<file path="src/gpc_pkg.sv">
// Package for the GPIO pin configuration and external interrupt block.
// Assumes AXI4-Lite byte addresses of four times the register index.
package gpc_pkg;
  // Register indices (byte address is four times the index)
  localparam logic [5:0] IDX_PORT0_VALUE = 6'h00;
  localparam logic [5:0] IDX_PORT1_VALUE = 6'h01;
  localparam logic [5:0] IDX_PORT3_VALUE = 6'h03;
  localparam logic [5:0] IDX_PORT4_VALUE = 6'h04;
  localparam logic [5:0] IDX_EXT_IRQ_A_CFG = 6'h07;
  localparam logic [5:0] IDX_EXT_IRQ_B_CFG = 6'h08;
  localparam logic [5:0] IDX_EXT_IRQ_C_CFG = 6'h09;
  localparam logic [5:0] IDX_PORT1_PIN0_CFG = 6'h0d;
  localparam logic [5:0] IDX_PORT1_PIN1_CFG = 6'h0e;
  localparam logic [5:0] IDX_PORT1_PIN2_CFG = 6'h0f;
  localparam logic [5:0] IDX_SLAVE_SELECT_CFG = 6'h10;
  localparam logic [5:0] IDX_PORT3_GROUP_CFG = 6'h16;
  localparam logic [5:0] IDX_PORT4_GROUP_CFG = 6'h17;
  localparam logic [5:0] IDX_IRQ_STATUS = 6'h30;
  localparam logic [5:0] IDX_IRQ_MASK = 6'h31;
  // Configuration slots
  localparam int NCFG = 9;
  localparam int SLOT_P1 = 3;
  localparam int SLOT_P3 = 7;
  localparam int SLOT_P4 = 8;
  // Writable bits of each configuration byte
  localparam logic [7:0] WMASK_EXT = 8'h37;
  localparam logic [7:0] WMASK_P10 = 8'h77;
  localparam logic [7:0] WMASK_P11 = 8'h65;
  localparam logic [7:0] WMASK_P12 = 8'hf7;
  localparam logic [7:0] WMASK_P13 = 8'h6f;
  localparam logic [7:0] WMASK_GRP = 8'h7f;
  localparam logic [7:0] CFG_RESET = 8'h00;
  // Configuration field positions
  localparam int B_OE = 0;
  localparam int B_PU = 1;
  localparam int B_OD = 2;
  localparam int B_HS = 3;
  localparam int B_TTL = 4;
  localparam int B_ACT_LOW = 5;
  localparam int B_IE = 6;
  localparam int B_CLKO = 7;
  // Flattened pin numbering
  localparam int NPIN = 19;
  localparam int PIN_P0 = 0;
  localparam int PIN_P1 = 3;
  localparam int PIN_P3 = 7;
  localparam int PIN_P4 = 15;
  localparam int PIN_CLKO = 5;
  localparam int PIN_SSEL = 6;
  localparam int PIN_P3_SMALL_END = 9;
  localparam int PIN_P3_HS = 14;
  // Interrupt status bits
  localparam int NIRQ = 6;
  localparam int ST_EXT = 0;
  localparam int ST_P1 = 3;
  localparam int ST_P3 = 4;
  localparam int ST_P4 = 5;
  // AXI responses
  localparam logic [1:0] RESP_OKAY = 2'b00;
  localparam logic [1:0] RESP_DECERR = 2'b11;
endpackage

</file>
<file path="src/gpc_sync.sv">
// Two-stage synchroniser for a vector of pin inputs.
// Assumes each bit is an independent level from outside the clock domain.
`timescale 1ns/10ps
`default_nettype none
module gpc_sync #(
  parameter int WIDTH = 1
) (
  input wire logic core_clk,
  input wire logic arst_n,
  input wire logic [WIDTH-1:0] din,
  output logic [WIDTH-1:0] dout
);
  typedef struct packed {
    logic [WIDTH-1:0] s1;
    logic [WIDTH-1:0] s2;
  } gpc_sync_state_type;

  gpc_sync_state_type st_r;
  gpc_sync_state_type st_nxt;

  // First stage feeds only the second stage
  always_comb begin
    st_nxt = st_r;
    st_nxt.s1 = din;
    st_nxt.s2 = st_r.s1;
  end

  // State register
  always_ff @(posedge core_clk or negedge arst_n) begin
    if (!arst_n) begin
      st_r <= '0;
    end else begin
      st_r <= st_nxt;
    end
  end

  assign dout = st_r.s2;
endmodule
`default_nettype wire

</file>
<file path="src/gpc_edge.sv">
// Per-bit active-edge detector with selectable polarity.
// Assumes level inputs already synchronous to core_clk.
`timescale 1ns/10ps
`default_nettype none
module gpc_edge #(
  parameter int WIDTH = 1
) (
  input wire logic core_clk,
  input wire logic arst_n,
  input wire logic [WIDTH-1:0] level,
  input wire logic [WIDTH-1:0] act_low,
  output logic [WIDTH-1:0] hit
);
  typedef struct packed {
    logic [WIDTH-1:0] prev;
  } gpc_edge_state_type;

  gpc_edge_state_type st_r;
  gpc_edge_state_type st_nxt;
  logic [WIDTH-1:0] norm;

  // Polarity applied before comparing, so a polarity flip can look like an edge
  always_comb begin
    norm = level ^ act_low;
    st_nxt = st_r;
    st_nxt.prev = norm;
  end

  // State register
  always_ff @(posedge core_clk or negedge arst_n) begin
    if (!arst_n) begin
      st_r <= '0;
    end else begin
      st_r <= st_nxt;
    end
  end

  // Rising of the normalised level
  assign hit = norm & ~st_r.prev;
endmodule
`default_nettype wire

</file>
<file path="src/gpc_top.sv">
// GPIO pin configuration with three dedicated edge interrupt pins,
// AXI4-Lite register access, sticky interrupt status and mask.
// Assumes pad inputs synchronous-free levels; pad wiring resolves oe/pull-up.
`timescale 1ns/10ps
`default_nettype none
module gpc_top #(
  parameter bit LARGE_VARIANT = 1'b1
) (
  input wire logic core_clk,
  input wire logic arst_n,
  input wire logic [7:0] s_axi_awaddr,
  input wire logic s_axi_awvalid,
  output logic s_axi_awready,
  input wire logic [31:0] s_axi_wdata,
  input wire logic [3:0] s_axi_wstrb,
  input wire logic s_axi_wvalid,
  output logic s_axi_wready,
  output logic [1:0] s_axi_bresp,
  output logic s_axi_bvalid,
  input wire logic s_axi_bready,
  input wire logic [7:0] s_axi_araddr,
  input wire logic s_axi_arvalid,
  output logic s_axi_arready,
  output logic [31:0] s_axi_rdata,
  output logic [1:0] s_axi_rresp,
  output logic s_axi_rvalid,
  input wire logic s_axi_rready,
  input wire logic [18:0] pad_i,
  input wire logic clk_sel_i,
  output logic [18:0] pad_o,
  output logic [18:0] pad_oe,
  output logic [18:0] pad_pullup,
  output logic [18:0] pad_ttl,
  output logic [18:0] pad_high_sink,
  output logic [2:0] ext_irq_req,
  output logic [2:0] port_irq_req,
  output logic irq
);
  typedef struct packed {
    logic [gpc_pkg::NCFG-1:0][7:0] cfg;
    logic [3:0][7:0] dat;
    logic [gpc_pkg::NIRQ-1:0] sts;
    logic [gpc_pkg::NIRQ-1:0] msk;
    logic awready;
    logic wready;
    logic [5:0] aw_idx;
    logic [7:0] wbyte;
    logic wlane;
    logic bvalid;
    logic [1:0] bresp;
    logic arready;
    logic rvalid;
    logic [1:0] rresp;
    logic [7:0] rdata;
    logic [18:0] p_o;
    logic [18:0] p_oe;
    logic [18:0] p_pu;
    logic [18:0] p_ttl;
    logic [18:0] p_hs;
    logic [2:0] ext_req;
    logic [2:0] port_req;
    logic irq;
  } gpc_state_type;

  gpc_state_type st_r;
  gpc_state_type st_nxt;
  logic [18:0] pin_sync;
  logic [18:0] pin_level;
  logic [18:0] pin_act_low;
  logic [18:0] pin_hit;
  logic [18:0] data_vec;
  logic [gpc_pkg::NPIN-1:0][7:0] ecfg;

  gpc_sync #(
    .WIDTH(gpc_pkg::NPIN)
  ) u_sync (
    .core_clk(core_clk),
    .arst_n(arst_n),
    .din(pad_i),
    .dout(pin_sync)
  );

  gpc_edge #(
    .WIDTH(gpc_pkg::NPIN)
  ) u_edge (
    .core_clk(core_clk),
    .arst_n(arst_n),
    .level(pin_level),
    .act_low(pin_act_low),
    .hit(pin_hit)
  );

  // Map a register index to its configuration slot, or none
  function automatic logic [4:0] cfg_slot(input logic [5:0] idx);
    logic [4:0] s;
    s = 5'h1f;
    case (idx)
      gpc_pkg::IDX_EXT_IRQ_A_CFG: s = 5'd0;
      gpc_pkg::IDX_EXT_IRQ_B_CFG: s = 5'd1;
      gpc_pkg::IDX_EXT_IRQ_C_CFG: s = 5'd2;
      gpc_pkg::IDX_PORT1_PIN0_CFG: s = 5'd3;
      gpc_pkg::IDX_PORT1_PIN1_CFG: s = 5'd4;
      gpc_pkg::IDX_PORT1_PIN2_CFG: s = 5'd5;
      gpc_pkg::IDX_SLAVE_SELECT_CFG: s = 5'd6;
      gpc_pkg::IDX_PORT3_GROUP_CFG: s = 5'd7;
      gpc_pkg::IDX_PORT4_GROUP_CFG: s = LARGE_VARIANT ? 5'd8 : 5'h1f;
      default: s = 5'h1f;
    endcase
    return s;
  endfunction

  // Writable bits of each slot
  function automatic logic [7:0] cfg_wmask(input logic [4:0] slot);
    logic [7:0] m;
    m = gpc_pkg::WMASK_GRP;
    case (slot)
      5'd0, 5'd1, 5'd2: m = gpc_pkg::WMASK_EXT;
      5'd3: m = gpc_pkg::WMASK_P10;
      5'd4: m = gpc_pkg::WMASK_P11;
      5'd5: m = gpc_pkg::WMASK_P12;
      5'd6: m = gpc_pkg::WMASK_P13;
      default: m = gpc_pkg::WMASK_GRP;
    endcase
    return m;
  endfunction

  // Effective per-pin settings from the configuration bytes
  always_comb begin
    for (int p = 0; p < gpc_pkg::NPIN; p++) begin
      if (p < gpc_pkg::PIN_P3) begin
        ecfg[p] = st_r.cfg[p];
      end else if (p < gpc_pkg::PIN_P4) begin
        ecfg[p] = st_r.cfg[gpc_pkg::SLOT_P3];
        if (!LARGE_VARIANT && p >= gpc_pkg::PIN_P3_SMALL_END) begin
          ecfg[p] = '0;
        end
        if (!LARGE_VARIANT || p != gpc_pkg::PIN_P3_HS) begin
          ecfg[p][gpc_pkg::B_HS] = 1'b0;
        end
      end else begin
        ecfg[p] = LARGE_VARIANT ? st_r.cfg[gpc_pkg::SLOT_P4] : 8'h00;
        ecfg[p][gpc_pkg::B_HS] = 1'b0;
      end
    end
    ecfg[gpc_pkg::PIN_P1 + 1][gpc_pkg::B_PU] = st_r.cfg[gpc_pkg::SLOT_P1][gpc_pkg::B_PU];
    ecfg[gpc_pkg::PIN_SSEL][gpc_pkg::B_TTL] = 1'b1;
    // High sink exists only on slave-select and port 3 pin 7
    for (int p = 0; p < gpc_pkg::PIN_P3; p++) begin
      if (p != gpc_pkg::PIN_SSEL) begin
        ecfg[p][gpc_pkg::B_HS] = 1'b0;
      end
    end
  end

  // Port data bits in pin order
  assign data_vec = {st_r.dat[3][3:0], st_r.dat[2], st_r.dat[1][3:0], st_r.dat[0][4:2]};

  // driven pin sees its own data bit
  always_comb begin
    for (int p = 0; p < gpc_pkg::NPIN; p++) begin
      pin_level[p] = ecfg[p][gpc_pkg::B_OE] ? data_vec[p] : pin_sync[p];
      pin_act_low[p] = ecfg[p][gpc_pkg::B_ACT_LOW];
    end
  end

  // Register read mux: valid flag and byte
  function automatic logic [8:0] reg_read(input logic [5:0] idx, input gpc_state_type s);
    logic [8:0] v;
    logic [4:0] slot;
    v = 9'h000;
    slot = cfg_slot(idx);
    if (slot != 5'h1f) begin
      v = {1'b1, s.cfg[slot]};
    end else begin
      case (idx)
        gpc_pkg::IDX_PORT0_VALUE: v = {1'b1, 3'h0, pin_sync[2:0], 2'h0};
        gpc_pkg::IDX_PORT1_VALUE: v = {1'b1, 4'h0, pin_sync[6:3]};
        gpc_pkg::IDX_PORT3_VALUE: v = {1'b1, pin_sync[14:7]};
        gpc_pkg::IDX_PORT4_VALUE: v = LARGE_VARIANT ? {1'b1, 4'h0, pin_sync[18:15]} : 9'h000;
        gpc_pkg::IDX_IRQ_STATUS: v = {1'b1, 2'h0, s.sts};
        gpc_pkg::IDX_IRQ_MASK: v = {1'b1, 2'h0, s.msk};
        default: v = 9'h000;
      endcase
    end
    return v;
  endfunction

  // Next-state logic: bus slave, registers, interrupts, pads
  always_comb begin
    logic [4:0] slot;
    logic [8:0] rv;
    logic [gpc_pkg::NIRQ-1:0] ev;
    logic [gpc_pkg::NIRQ-1:0] clr;
    logic [18:0] ie;
    logic v;
    slot = 5'h1f;
    rv = 9'h000;
    ev = '0;
    clr = '0;
    ie = '0;
    v = 1'b0;
    st_nxt = st_r;

    // Write address and data channels, taken in either order
    if (s_axi_awvalid && st_r.awready) begin
      st_nxt.aw_idx = s_axi_awaddr[7:2];
      st_nxt.awready = 1'b0;
    end
    if (s_axi_wvalid && st_r.wready) begin
      st_nxt.wbyte = s_axi_wdata[7:0];
      st_nxt.wlane = s_axi_wstrb[0];
      st_nxt.wready = 1'b0;
    end

    // Perform the write once both halves are held
    if (!st_r.awready && !st_r.wready && !st_r.bvalid) begin
      st_nxt.bvalid = 1'b1;
      st_nxt.bresp = gpc_pkg::RESP_OKAY;
      slot = cfg_slot(st_r.aw_idx);
      if (slot != 5'h1f) begin
        if (st_r.wlane) begin
          st_nxt.cfg[slot] = st_r.wbyte & cfg_wmask(slot);
        end
      end else begin
        case (st_r.aw_idx)
          gpc_pkg::IDX_PORT0_VALUE: if (st_r.wlane) st_nxt.dat[0] = st_r.wbyte;
          gpc_pkg::IDX_PORT1_VALUE: if (st_r.wlane) st_nxt.dat[1] = st_r.wbyte;
          gpc_pkg::IDX_PORT3_VALUE: if (st_r.wlane) st_nxt.dat[2] = st_r.wbyte;
          gpc_pkg::IDX_PORT4_VALUE: begin
            if (!LARGE_VARIANT) begin
              st_nxt.bresp = gpc_pkg::RESP_DECERR;
            end else if (st_r.wlane) begin
              st_nxt.dat[3] = st_r.wbyte;
            end
          end
          gpc_pkg::IDX_IRQ_STATUS: if (st_r.wlane) clr = st_r.wbyte[gpc_pkg::NIRQ-1:0];
          gpc_pkg::IDX_IRQ_MASK: if (st_r.wlane) st_nxt.msk = st_r.wbyte[gpc_pkg::NIRQ-1:0];
          default: st_nxt.bresp = gpc_pkg::RESP_DECERR;
        endcase
      end
    end

    // Write response handshake releases both channels
    if (st_r.bvalid && s_axi_bready) begin
      st_nxt.bvalid = 1'b0;
      st_nxt.awready = 1'b1;
      st_nxt.wready = 1'b1;
    end

    // Read channel: answer one cycle after the address is taken
    if (s_axi_arvalid && st_r.arready) begin
      rv = reg_read(s_axi_araddr[7:2], st_r);
      st_nxt.arready = 1'b0;
      st_nxt.rvalid = 1'b1;
      st_nxt.rdata = rv[7:0];
      st_nxt.rresp = rv[8] ? gpc_pkg::RESP_OKAY : gpc_pkg::RESP_DECERR;
    end
    if (st_r.rvalid && s_axi_rready) begin
      st_nxt.rvalid = 1'b0;
      st_nxt.arready = 1'b1;
    end

    for (int p = 0; p < gpc_pkg::NPIN; p++) begin
      ie[p] = ecfg[p][gpc_pkg::B_IE];
    end
    ev[gpc_pkg::ST_EXT +: 3] = pin_hit[2:0];
    // port pin events gated by enables
    ev[gpc_pkg::ST_P1] = |(pin_hit[6:3] & ie[6:3]);
    ev[gpc_pkg::ST_P3] = |(pin_hit[14:7] & ie[14:7]);
    ev[gpc_pkg::ST_P4] = |(pin_hit[18:15] & ie[18:15]);
    // polarity toggles land here too; set wins over clear
    st_nxt.sts = (st_r.sts & ~clr) | ev;
    st_nxt.ext_req = pin_hit[2:0] & st_r.msk[2:0];
    st_nxt.port_req = ev[5:3] & st_nxt.msk[5:3];
    st_nxt.irq = |(st_nxt.sts & st_nxt.msk);

    // pad controls follow settings in every use except clock output, which forces pad_oe on
    for (int p = 0; p < gpc_pkg::NPIN; p++) begin
      v = data_vec[p];
      // selected clock on port 1 pin 2
      if (p == gpc_pkg::PIN_CLKO && ecfg[p][gpc_pkg::B_CLKO]) begin
        v = clk_sel_i;
      end
      st_nxt.p_o[p] = v;
      st_nxt.p_oe[p] = ecfg[p][gpc_pkg::B_OE] && !(ecfg[p][gpc_pkg::B_OD] && v);
      if (p == gpc_pkg::PIN_CLKO && ecfg[p][gpc_pkg::B_CLKO]) begin
        st_nxt.p_oe[p] = 1'b1;
      end
      st_nxt.p_pu[p] = ecfg[p][gpc_pkg::B_PU];
      st_nxt.p_ttl[p] = ecfg[p][gpc_pkg::B_TTL];
      st_nxt.p_hs[p] = ecfg[p][gpc_pkg::B_HS];
    end
  end

  // state register, all zero at reset except awready, wready and arready, which reset to one
  always_ff @(posedge core_clk or negedge arst_n) begin
    if (!arst_n) begin
      st_r <= '0;
      st_r.awready <= 1'b1;
      st_r.wready <= 1'b1;
      st_r.arready <= 1'b1;
    end else begin
      st_r <= st_nxt;
    end
  end

  // Outputs straight from the state register
  assign s_axi_awready = st_r.awready;
  assign s_axi_wready = st_r.wready;
  assign s_axi_bvalid = st_r.bvalid;
  assign s_axi_bresp = st_r.bresp;
  assign s_axi_arready = st_r.arready;
  assign s_axi_rvalid = st_r.rvalid;
  assign s_axi_rresp = st_r.rresp;
  assign s_axi_rdata = {24'h000000, st_r.rdata};
  assign pad_o = st_r.p_o;
  assign pad_oe = st_r.p_oe;
  assign pad_pullup = st_r.p_pu;
  assign pad_ttl = st_r.p_ttl;
  assign pad_high_sink = st_r.p_hs;
  assign ext_irq_req = st_r.ext_req;
  assign port_irq_req = st_r.port_req;
  assign irq = st_r.irq;
endmodule
`default_nettype wire

</file>
<file path="config.mk">
export PLATFORM = sky130hd
export DESIGN_NAME = gpc_top
export DESIGN_NICKNAME = d
export VERILOG_FILES = /design/src/gpc_pkg.sv /design/src/gpc_sync.sv /design/src/gpc_edge.sv /design/src/gpc_top.sv
export SDC_FILE = /design/constraint.sdc
export NUM_CORES = 1
export LEC_CHECK = 0
export BUFFER_PORTS_ARGS = -buffer_cell sky130_fd_sc_hd__buf_2
export CAP_MARGIN = 10
export CORE_ASPECT_RATIO = 0.75
export CORE_MARGIN = 5
export CORE_UTILIZATION = 56
export CTS_CLUSTER_SIZE = 20
export DETAILED_ROUTE_END_ITERATION = 7
export GPL_TIMING_DRIVEN = 0
export PLACE_DENSITY = 0.81
export SETUP_SLACK_MARGIN = 0.1
export SLEW_MARGIN = 20
export SYNTH_ARGS = -nofsm -noshare
export SYNTH_HDL_FRONTEND = slang
export SYNTH_SLANG_ARGS = --single-unit
</file>
<file path="constraint.sdc">
create_clock -name core_clk -period 3.06 [get_ports core_clk]
set_input_delay 0.153 -clock core_clk [delete_from_list [all_inputs] [get_ports core_clk]]
set_output_delay 0.153 -clock core_clk [all_outputs]
set_load 0.005 [all_outputs]
</file>
==> impl_metrics.ini, run 1 <==
[placement]
dp_cells = 1404
hpwl_mm = 20.5
place.gp.congestion = 0.919
portBuffers = 146

[route]
vias = 8127
wl_mm = 29.2
drt_iter0_drc = 753
routedWlPerCell_um = 19.6
ant_nets = 0
drt_pass1_iterations = 7
viasPerCell = 5.45
drc_errors = 0

[synthesis]
synth_compound_area_share_pct = 8.75
synthMuxAreaShare_pct = 12.4
yosysWarningCount = 0
synth_common_cells = dfrtp_1 (251), buf_4 (137), mux2_2 (94), nand3_1 (42), mux2i_1 (37)
synth.most_common_cell = dfrtp_1
synthTopCellsByArea = dfrtp_1 (55%), mux2_2 (9.2%), buf_4 (9.0%), mux2i_1 (3.2%), nand3_1 (1.8%)
synth-seq-cells = 254
async_flop_share_pct = 100
synth_top_area_cell = dfrtp_1
synth-adder-area-share_pct = 0
synth-simple-area-share_pct = 10.7
synth_edf_count = 0
synth_xor_area_share_pct = 1.68
synth_ff_type = dfrtp_1
ys_seq_area_share_pct = 55.4
syn_area_per_cell_um2 = 12.0
syn_inst = 958
synth_top_family_by_area = multiplexers
syn_area_um2 = 11500
synth_top_cell_area_share_pct = 54.7
synth_cell_type_count = 70

[final_layout]
layout-drive-gt1-share_pct = 37.0
nNetsFinal = 1295
utilization_pct = 69.4
nFillCells = 1427
syn2layout_area_growth_pct = 22.2
antennaDiodeCount = 0
instances_no_fill = 1492

[sta]
maxSlewViolCount = 0
hold_viol = 0
finClkSkew_ns = 0.00922
fin_crit_sh_pct = 93.8
fmax_ghz = 0.349
rsz0062_at_grt = yes
hold_ws_ns = 0.161
worstMarginPinSlew_ns = 0.921
setup_viol = 0
slew_headroom_pct = 38.2
layout_min_cycle_time_ns = 2.87

[critical_path]
r2r_cells = 5
cp.required_ns = 3.47
crit_chain = nor4b_4 > and4_1 > nand2_1 > nor3_2 > mux2_2
cp_max_fo = 10
crit_type = flip-flop to flip-flop
cp.arrival_ns = 3.28
worst_path_max_delay_cell = nor3_2
cpPeakStageDelay_ns = 0.73
setup.worst_path.start_class = flip-flop
critPathBufInv = 0
crit_family = simple AND/OR/NAND/NOR gates
worst_setup_path_end_kind = flip-flop
cp_num_cells = 5

[floorplan]
chipHeight_um = 134
core_um2 = 20200
initial_core_util_pct = 56.8
die_area_um2 = 23500
core.rowCount = 45
io_pins = 222
die_x_um = 175

[grt]
grt_start_max_net_pins = 107
groute.usage.overall_pct = 24.8
grt.overflow.total = 0
antenna_found_initial = 2
grt_first_pass_wirelength_mm = 45.7
grt_pass1_vias = 8042

[pwr]
vdd_drop_max_uv = 605
p_leak_nw = 7.14
p_per_area_nw_per_um2 = 730

[min_path]
worstHoldPathType = primary input to asynchronous set/reset pin

[cts]
clockBufferDepth = 3
clkTransAtPathRegs_ns = 0.06
cts_made_buffers = 24
cts_tree = built
clk_latency_ns = 0.53
cts.sinks = 254
cts_root_buf = clkbuf_16
h-tree-depth = 1

[job]
maxCapViolations = 0

[status]
status = finished clean
cells in the final DEF (no fill, tap or decap), types with 20 or more instances in the layout:
cell           netlist  layout
dfrtp_1            251     251
buf_2                5     150
buf_4              137     137
mux2_2              94      94
dlygate4sd3_1        0      44
nand3_1             42      42
conb_1               2      42
mux2i_1             37      37
nand2_1             35      35
o21ai_0             32      32
clkbuf_1            27      28
nor2b_1             26      26
clkbuf_16            0      24
inv_1               22      22
nor2_1              20      20
final cells by class:
type / count / area, um2 / share of cell area (%)
inverter: 22 / 82.6 / 0.589
sequential: 254 / 6360 / 45.3
clock inverter: 8 / 82.6 / 0.589
clock buffer: 36 / 746 / 5.32
timing repair buffer: 192 / 1240 / 8.81
buffer: 176 / 1180 / 8.43
multi-input combinational: 546 / 4020 / 28.6
tap: 258 / 323 / 2.30
registers in the layout (all words and copies together), names as in the netlist, 2 cells and up:
| signal | count |
|---|---|
| pad_high_sink | 2 |
| u_sync.st_nxt | 19 |
| port_irq_req | 3 |
| pad_oe | 19 |
| data_vec | 19 |
| st_r | 36 |
| ext_irq_req | 3 |
| pad_o | 19 |
| u_sync.dout | 19 |
| s_axi_rdata | 8 |
| pad_pullup | 8 |
| u_edge.st_r | 19 |
| ecfg | 63 |
| pad_ttl | 9 |
layer usage:
| metal | global-route usage, % | vias up | share of wire, % |
|---|---|---|---|
| li1 | - | 3691 | - |
| met1 | 36.3 | 4039 | 43 |
| met2 | 38.2 | 341 | 45 |
| met3 | 5.97 | 54 | 9.4 |
| met4 | 5.45 | 2 | 2.2 |
| met5 | 0 | - | 0.045 |
worst paths after layout:
kind                                       start                to  slack, ns
worst max-delay path                s_axi_bvalid          ecfg[28]       0.19
worst min register to register  u_sync.st_nxt[0]    u_sync.dout[0]       0.35
min in group core_clk                   pad_i[9]  u_sync.st_nxt[9]       0.27
worst min-delay path                      arst_n         pad_o[17]       0.16
max in group asynchronous                 arst_n      s_axi_wready       1.63
worst max register to register      s_axi_bvalid          ecfg[28]       0.19
stage by stage:
stage	TNS [ns]	instance area (um2)	power [mW]	worst slack, ns
2_1_floorplan	0	11600	6.10	0.659
3_3_place_gp	-627.53	12700	7.05	-2.51
3_5_place_dp	0	12700	7.15	0.229
4_1_cts	0	14000	10.3	0.225
5_1_grt	0	14000	10.7	0.0690
6_report	0	14000	10.2	0.191
power by group:
group,total [mW],switching (mW),leakage (nW),internal [mW]
clock network,3.02,1.25,0.411,1.77
logic,2.61,1.27,3.40,1.34
registers,4.61,0.613,3.32,3.99
total,10.2,3.13,7.14,7.11
kinds of logic after synthesis:
kind of cell              Yosys count
other                               2
AOI/OAI and AO/OA                 141
muxes                             131
DFF                               254
and+or+nand+nor                   210
buffers and inverters             198
xor gates and xnor gates           22
timing repair:
action / in CTS / in global routing
endpoints found under the setup margin: 0 / 18
gates resized for setup: 0 / 3
hold buffers: 44 / 0
endpoints found under the hold margin: 101 / 0
buffers inserted: 0 / 0
Note: power is estimated with default switching activity, not from simulation.
==> run 2: changes to the inputs <==
clock period = 2.9 ns   (was 3.06 ns; I/O delays follow)
==> impl_metrics.ini, run 2 (synthesis results as in run 1) <==
[route]
ant_nets = 0
drt_iter0_drc = 718
drc_errors = 0
drt_pass1_iterations = 6
viasPerCell = 5.46
vias = 8207
routedWlPerCell_um = 19.7
wl_mm = 29.5

[pwr]
swShare_pct = 30.8
combinationalPowerShare_pct = 26.0
clkPwrFrac_pct = 29.4
vdd_drop_max_uv = 638
p_seq_share_pct = 44.7
p_per_area_nw_per_um2 = 769
netSwitchingPower_mw = 3.35
intPower_mw = 7.53
p_leak_nw = 7.19

[critical_path]
setup.worst_path.start_class = flip-flop
cp.arrival_ns = 3.11
crit_chain = clkbuf_1 > nand3b_1 > a21o_1 > a211oi_4 > nand4_2 > mux2_2
cp.required_ns = 3.30
worst_path_max_delay_cell = a211oi_4
startpoint = st_r[128]
critPathBufInv = 1
reg2reg_from = st_r[128]
rrSetupSlack_ns = 0.19
worst_setup_path_end_kind = flip-flop
crit_family = compound AO/OA/AOI/OAI gates
cpPeakStageDelay_ns = 0.51
cp_max_fo = 10
crit_type = flip-flop to flip-flop

[placement]
portBuffers = 146
hpwl_mm = 20.5
dp_cells = 1404
place.gp.congestion = 0.919

[final_layout]
instances_no_fill = 1502
largest_register_ff_count = 63
layout_commonest_cell = dfrtp_1
antennaDiodeCount = 0
layout_common_cells = dfrtp_1 (251), buf_2 (150), buf_4 (145), mux2_2 (94), dlygate4sd3_1 (44)
syn2layout_area_growth_pct = 23.2
nNetsFinal = 1305
layout-drive-gt1-share_pct = 37.4
utilization_pct = 70.0

[floorplan]
io_pins = 222
die_area_um2 = 23500
core_um2 = 20200
die_x_um = 175
chipHeight_um = 134
core.rowCount = 45
initial_core_util_pct = 56.8

[sta]
worstMarginPinSlew_ns = 0.942
finClkSkew_ns = 0.00947
fmax_ghz = 0.369
fin_crit_sh_pct = 93.4
rsz0062_at_grt = no
hold_viol = 0
setup_viol = 0
maxSlewViolCount = 0
slew_headroom_pct = 36.6
fin_tns_setup_ns = 0
layout_min_cycle_time_ns = 2.71

[status]
status = finished clean

[cts]
clkTransAtPathRegs_ns = 0.07
cts_root_buf = clkbuf_16
clk_latency_ns = 0.53
cts_tree = built
h-tree-depth = 1
cts_made_buffers = 24
cts.sinks = 254
clockBufferDepth = 3

[grt]
grt_start_max_net_pins = 107
antenna_found_initial = 1
grt_first_pass_wirelength_mm = 45.7
grt.overflow.total = 0
grt_pass1_vias = 8042
groute.usage.overall_pct = 24.8

[min_path]
worstHoldPathType = primary input to asynchronous set/reset pin

[job]
maxCapViolations = 0
-- run 2: cell types whose count changed in the layout (fill, tap and decap cells not counted), moves of 2 or more --
cell | before | now
buf_12 | 0 | 2
nor3_2 | 2 | 0
buf_4 | 137 | 145
nor3_4 | 0 | 2
-- run 2: worst paths after layout --
| path | to | depth (start not counted) |
|---|---|---|
| setup / recovery | ecfg[2] | 6 |
| hold / removal | pad_o[17] | 2 |
| setup reg to reg | ecfg[2] | 6 |
| hold reg to reg | u_sync.dout[0] | 0 |
| max in group asynchronous | s_axi_wready | 4 |
| min in group core_clk | u_sync.st_nxt[16] | 2 |
-- run 2: cell type report --
class	count	area [um2]
plain buffers	176	1180
clock buffers	36	746
clock inverters	8	82.6
fillers	1410	6070
inverters	22	82.6
multi-input cells	546	4040
flip-flops and latches	254	6360
well taps	258	323
repair buffers	202	1340
-- run 2: power groups by stage --
| stage | registers, mW | clock network (mW) | logic (mW) |
|---|---|---|---|
| global placement | 4.86 | 0 | 2.57 |
| floorplan | 4.60 | 0 | 1.84 |
| global route | 4.93 | 3.39 | 3.07 |
| CTS | 4.84 | 3.26 | 2.73 |
| finish | 4.86 | 3.20 | 2.82 |
| detailed placement | 4.89 | 0 | 2.65 |
-- run 2: repair_timing --
item | in CTS | in global routing
gates resized for setup | 0 | 4
setup endpoints to repair | 11 | 51
hold endpoints to repair | 114 | 0
hold buffers | 44 | 0
setup buffers | 0 | 10
pin swaps | 0 | 5
-- run 2: through the flow --
step / total power [mW] / instance area [um2] / hold slack [ns] / setup WS (ns)
3_5_place_dp: 7.54 / 12700 / 0.0930 / 0.0691
5_1_grt: 11.4 / 14100 / 0.193 / 0.116
2_1_floorplan: 6.44 / 11600 / -0.151 / 0.499
3_3_place_gp: 7.44 / 12700 / 0.254 / -2.66
6_report: 10.9 / 14100 / 0.149 / 0.193
4_1_cts: 10.8 / 14000 / 0.137 / 0.0651
-- run 2: metal layers --
metal  up-vias  GRT usage, %  share of wire [%]
met1      4090          36.3                 43
met2       337          38.2                 45
met4         2          5.45                2.6
met5         -             0              0.044
met3        59          5.97                9.2
li1       3719             -                  -
==> run 3: changes to the inputs <==
PLACE_DENSITY = 0.9   (was 0.81)
clock period = 3.1 ns   (was 2.9 ns; I/O delays follow)
==> impl_metrics.ini, run 3 (synthesis results as in run 1) <==
[status]
status = finished clean

[cts]
cts.sinks = 254
cts_tree = built
cts_made_buffers = 25
clk_latency_ns = 0.53
cts_root_buf = clkbuf_16
h-tree-depth = 1
clockBufferDepth = 3
clkTransAtPathRegs_ns = 0.06

[route]
wl_mm = 30.1
drc_errors = 0
vias = 8203
drt_iter0_drc = 854
routedWlPerCell_um = 20.2
ant_nets = 0
drt_pass1_iterations = 5
viasPerCell = 5.50

[critical_path]
setup.worst_path.start_class = flip-flop
cp.required_ns = 3.51
cp.arrival_ns = 3.31
cp_max_fo = 10
crit_chain = buf_1 > nand3_1 > a21oi_1 > nand2_1 > nor3b_4 > mux2_2
rrSetupSlack_ns = 0.20
worst_setup_path_end_kind = flip-flop
reg2reg_to = ecfg[42]
r2r_cells = 6
reg2reg_from = st_r[126]
worst_path_max_delay_cell = a21oi_1
cpPeakStageDelay_ns = 0.54
crit_type = flip-flop to flip-flop

[placement]
portBuffers = 146
place.gp.congestion = 0.979
dp_cells = 1404
hpwl_mm = 20.9

[final_layout]
nFillCells = 1432
layout_common_cells = dfrtp_1 (251), buf_2 (150), buf_4 (137), mux2_2 (94), dlygate4sd3_1 (44)
largest_register_ff_count = 63
instances_no_fill = 1492
antennaDiodeCount = 0
layout-drive-gt1-share_pct = 36.5
utilization_pct = 69.4
syn2layout_area_growth_pct = 22.2
layout_commonest_cell = dfrtp_1
nNetsFinal = 1296

[floorplan]
core_um2 = 20200
core.rowCount = 45
io_pins = 222
initial_core_util_pct = 56.8
die_x_um = 175
chipHeight_um = 134
die_area_um2 = 23500

[grt]
use_met1_pct = 36.2
groute.usage.overall_pct = 25.6
grt_pass1_vias = 8256
use_met3_pct = 7.38
busiest_layer = met2
grt.overflow.total = 0
antenna_found_initial = 0
grt_first_pass_wirelength_mm = 47.0
grt_start_max_net_pins = 95
use_met2_pct = 39.4

[min_path]
worstHoldPathType = primary input to asynchronous set/reset pin

[sta]
worstMarginPinSlew_ns = 1.10
hold_ws_ns = 0.226
rsz0062_at_grt = yes
layout_min_cycle_time_ns = 2.90
fin_crit_sh_pct = 93.7
hold_viol = 0
finClkSkew_ns = 0.0103
slew_headroom_pct = 25.9
maxSlewViolCount = 0
fin_tns_setup_ns = 0
fmax_ghz = 0.344
setup_viol = 0

[pwr]
vdd_drop_max_uv = 576
p_per_area_nw_per_um2 = 724
p_leak_nw = 7.12

[job]
maxCapViolations = 0
==> run 3: through the flow <==
stage / area (um2) / setup slack [ns] / total power, mW
after global routing: 14000 / 0.0171 / 10.7
after CTS: 14000 / 0.246 / 10.1
after global placement: 12700 / -2.41 / 6.95
after floorplan: 11600 / 0.699 / 6.02
after detailed placement: 12700 / 0.270 / 7.06
final: 14000 / 0.196 / 10.2
==> run 3: area by class of cell <==
type                            instances  area (um2)  area share [%]
Clock buffer                           38         754            5.38
Timing Repair Buffer                  192        1240            8.81
Sequential cell                       254        6360            45.3
Tap cell                              258         323            2.30
Buffer                                176        1180            8.42
Multi-Input combinational cell        546        4020            28.6
Inverter                               22        82.6           0.588
Clock inverter                          6        75.1           0.535
==> run 3: routing by layer <==
metal / up-vias / part of all wire, %
met5: - / 0
met4: 0 / 2.9
met3: 72 / 9.9
met2: 420 / 46
met1: 3998 / 42
li1: 3713 / -
==> run 3: repair_timing <==
item                                    in CTS  in global routing
endpoints found under the hold margin      132                  0
setup buffers                                0                  0
gates resized for setup                      0                  2
hold buffers                                44                  0
endpoints found under the setup margin       0                 11
==> run 3: worst max-delay path by stage <==
stage	start	slack [ns]	to
after global routing	st_r[126]	0.02	ecfg[45]
after floorplan	st_r[127]	0.70	ecfg[16]
after global placement	arst_n	-2.41	pad_oe[18]
after detailed placement	s_axi_bvalid	0.27	ecfg[26]
final	st_r[126]	0.20	ecfg[42]
after CTS	s_axi_bvalid	0.25	ecfg[26]
==> run 3: report_power, final <==
group	switching, mW	total (mW)	internal, mW
Clock	1.25	3.01	1.77
Sequential	0.594	4.54	3.94
Combinational	1.29	2.61	1.32
==> run 3: worst max-delay path: cells and delay by family, from the launching register on <==
family / cells / cell delay [ns]
AO/OA/AOI/OAI: 1 / 0.54
buffers and inverters: 1 / 0.46
flip-flops: 1 / 0.40
multiplexers: 1 / 0.40
AND/OR/NAND/NOR: 3 / 0.97
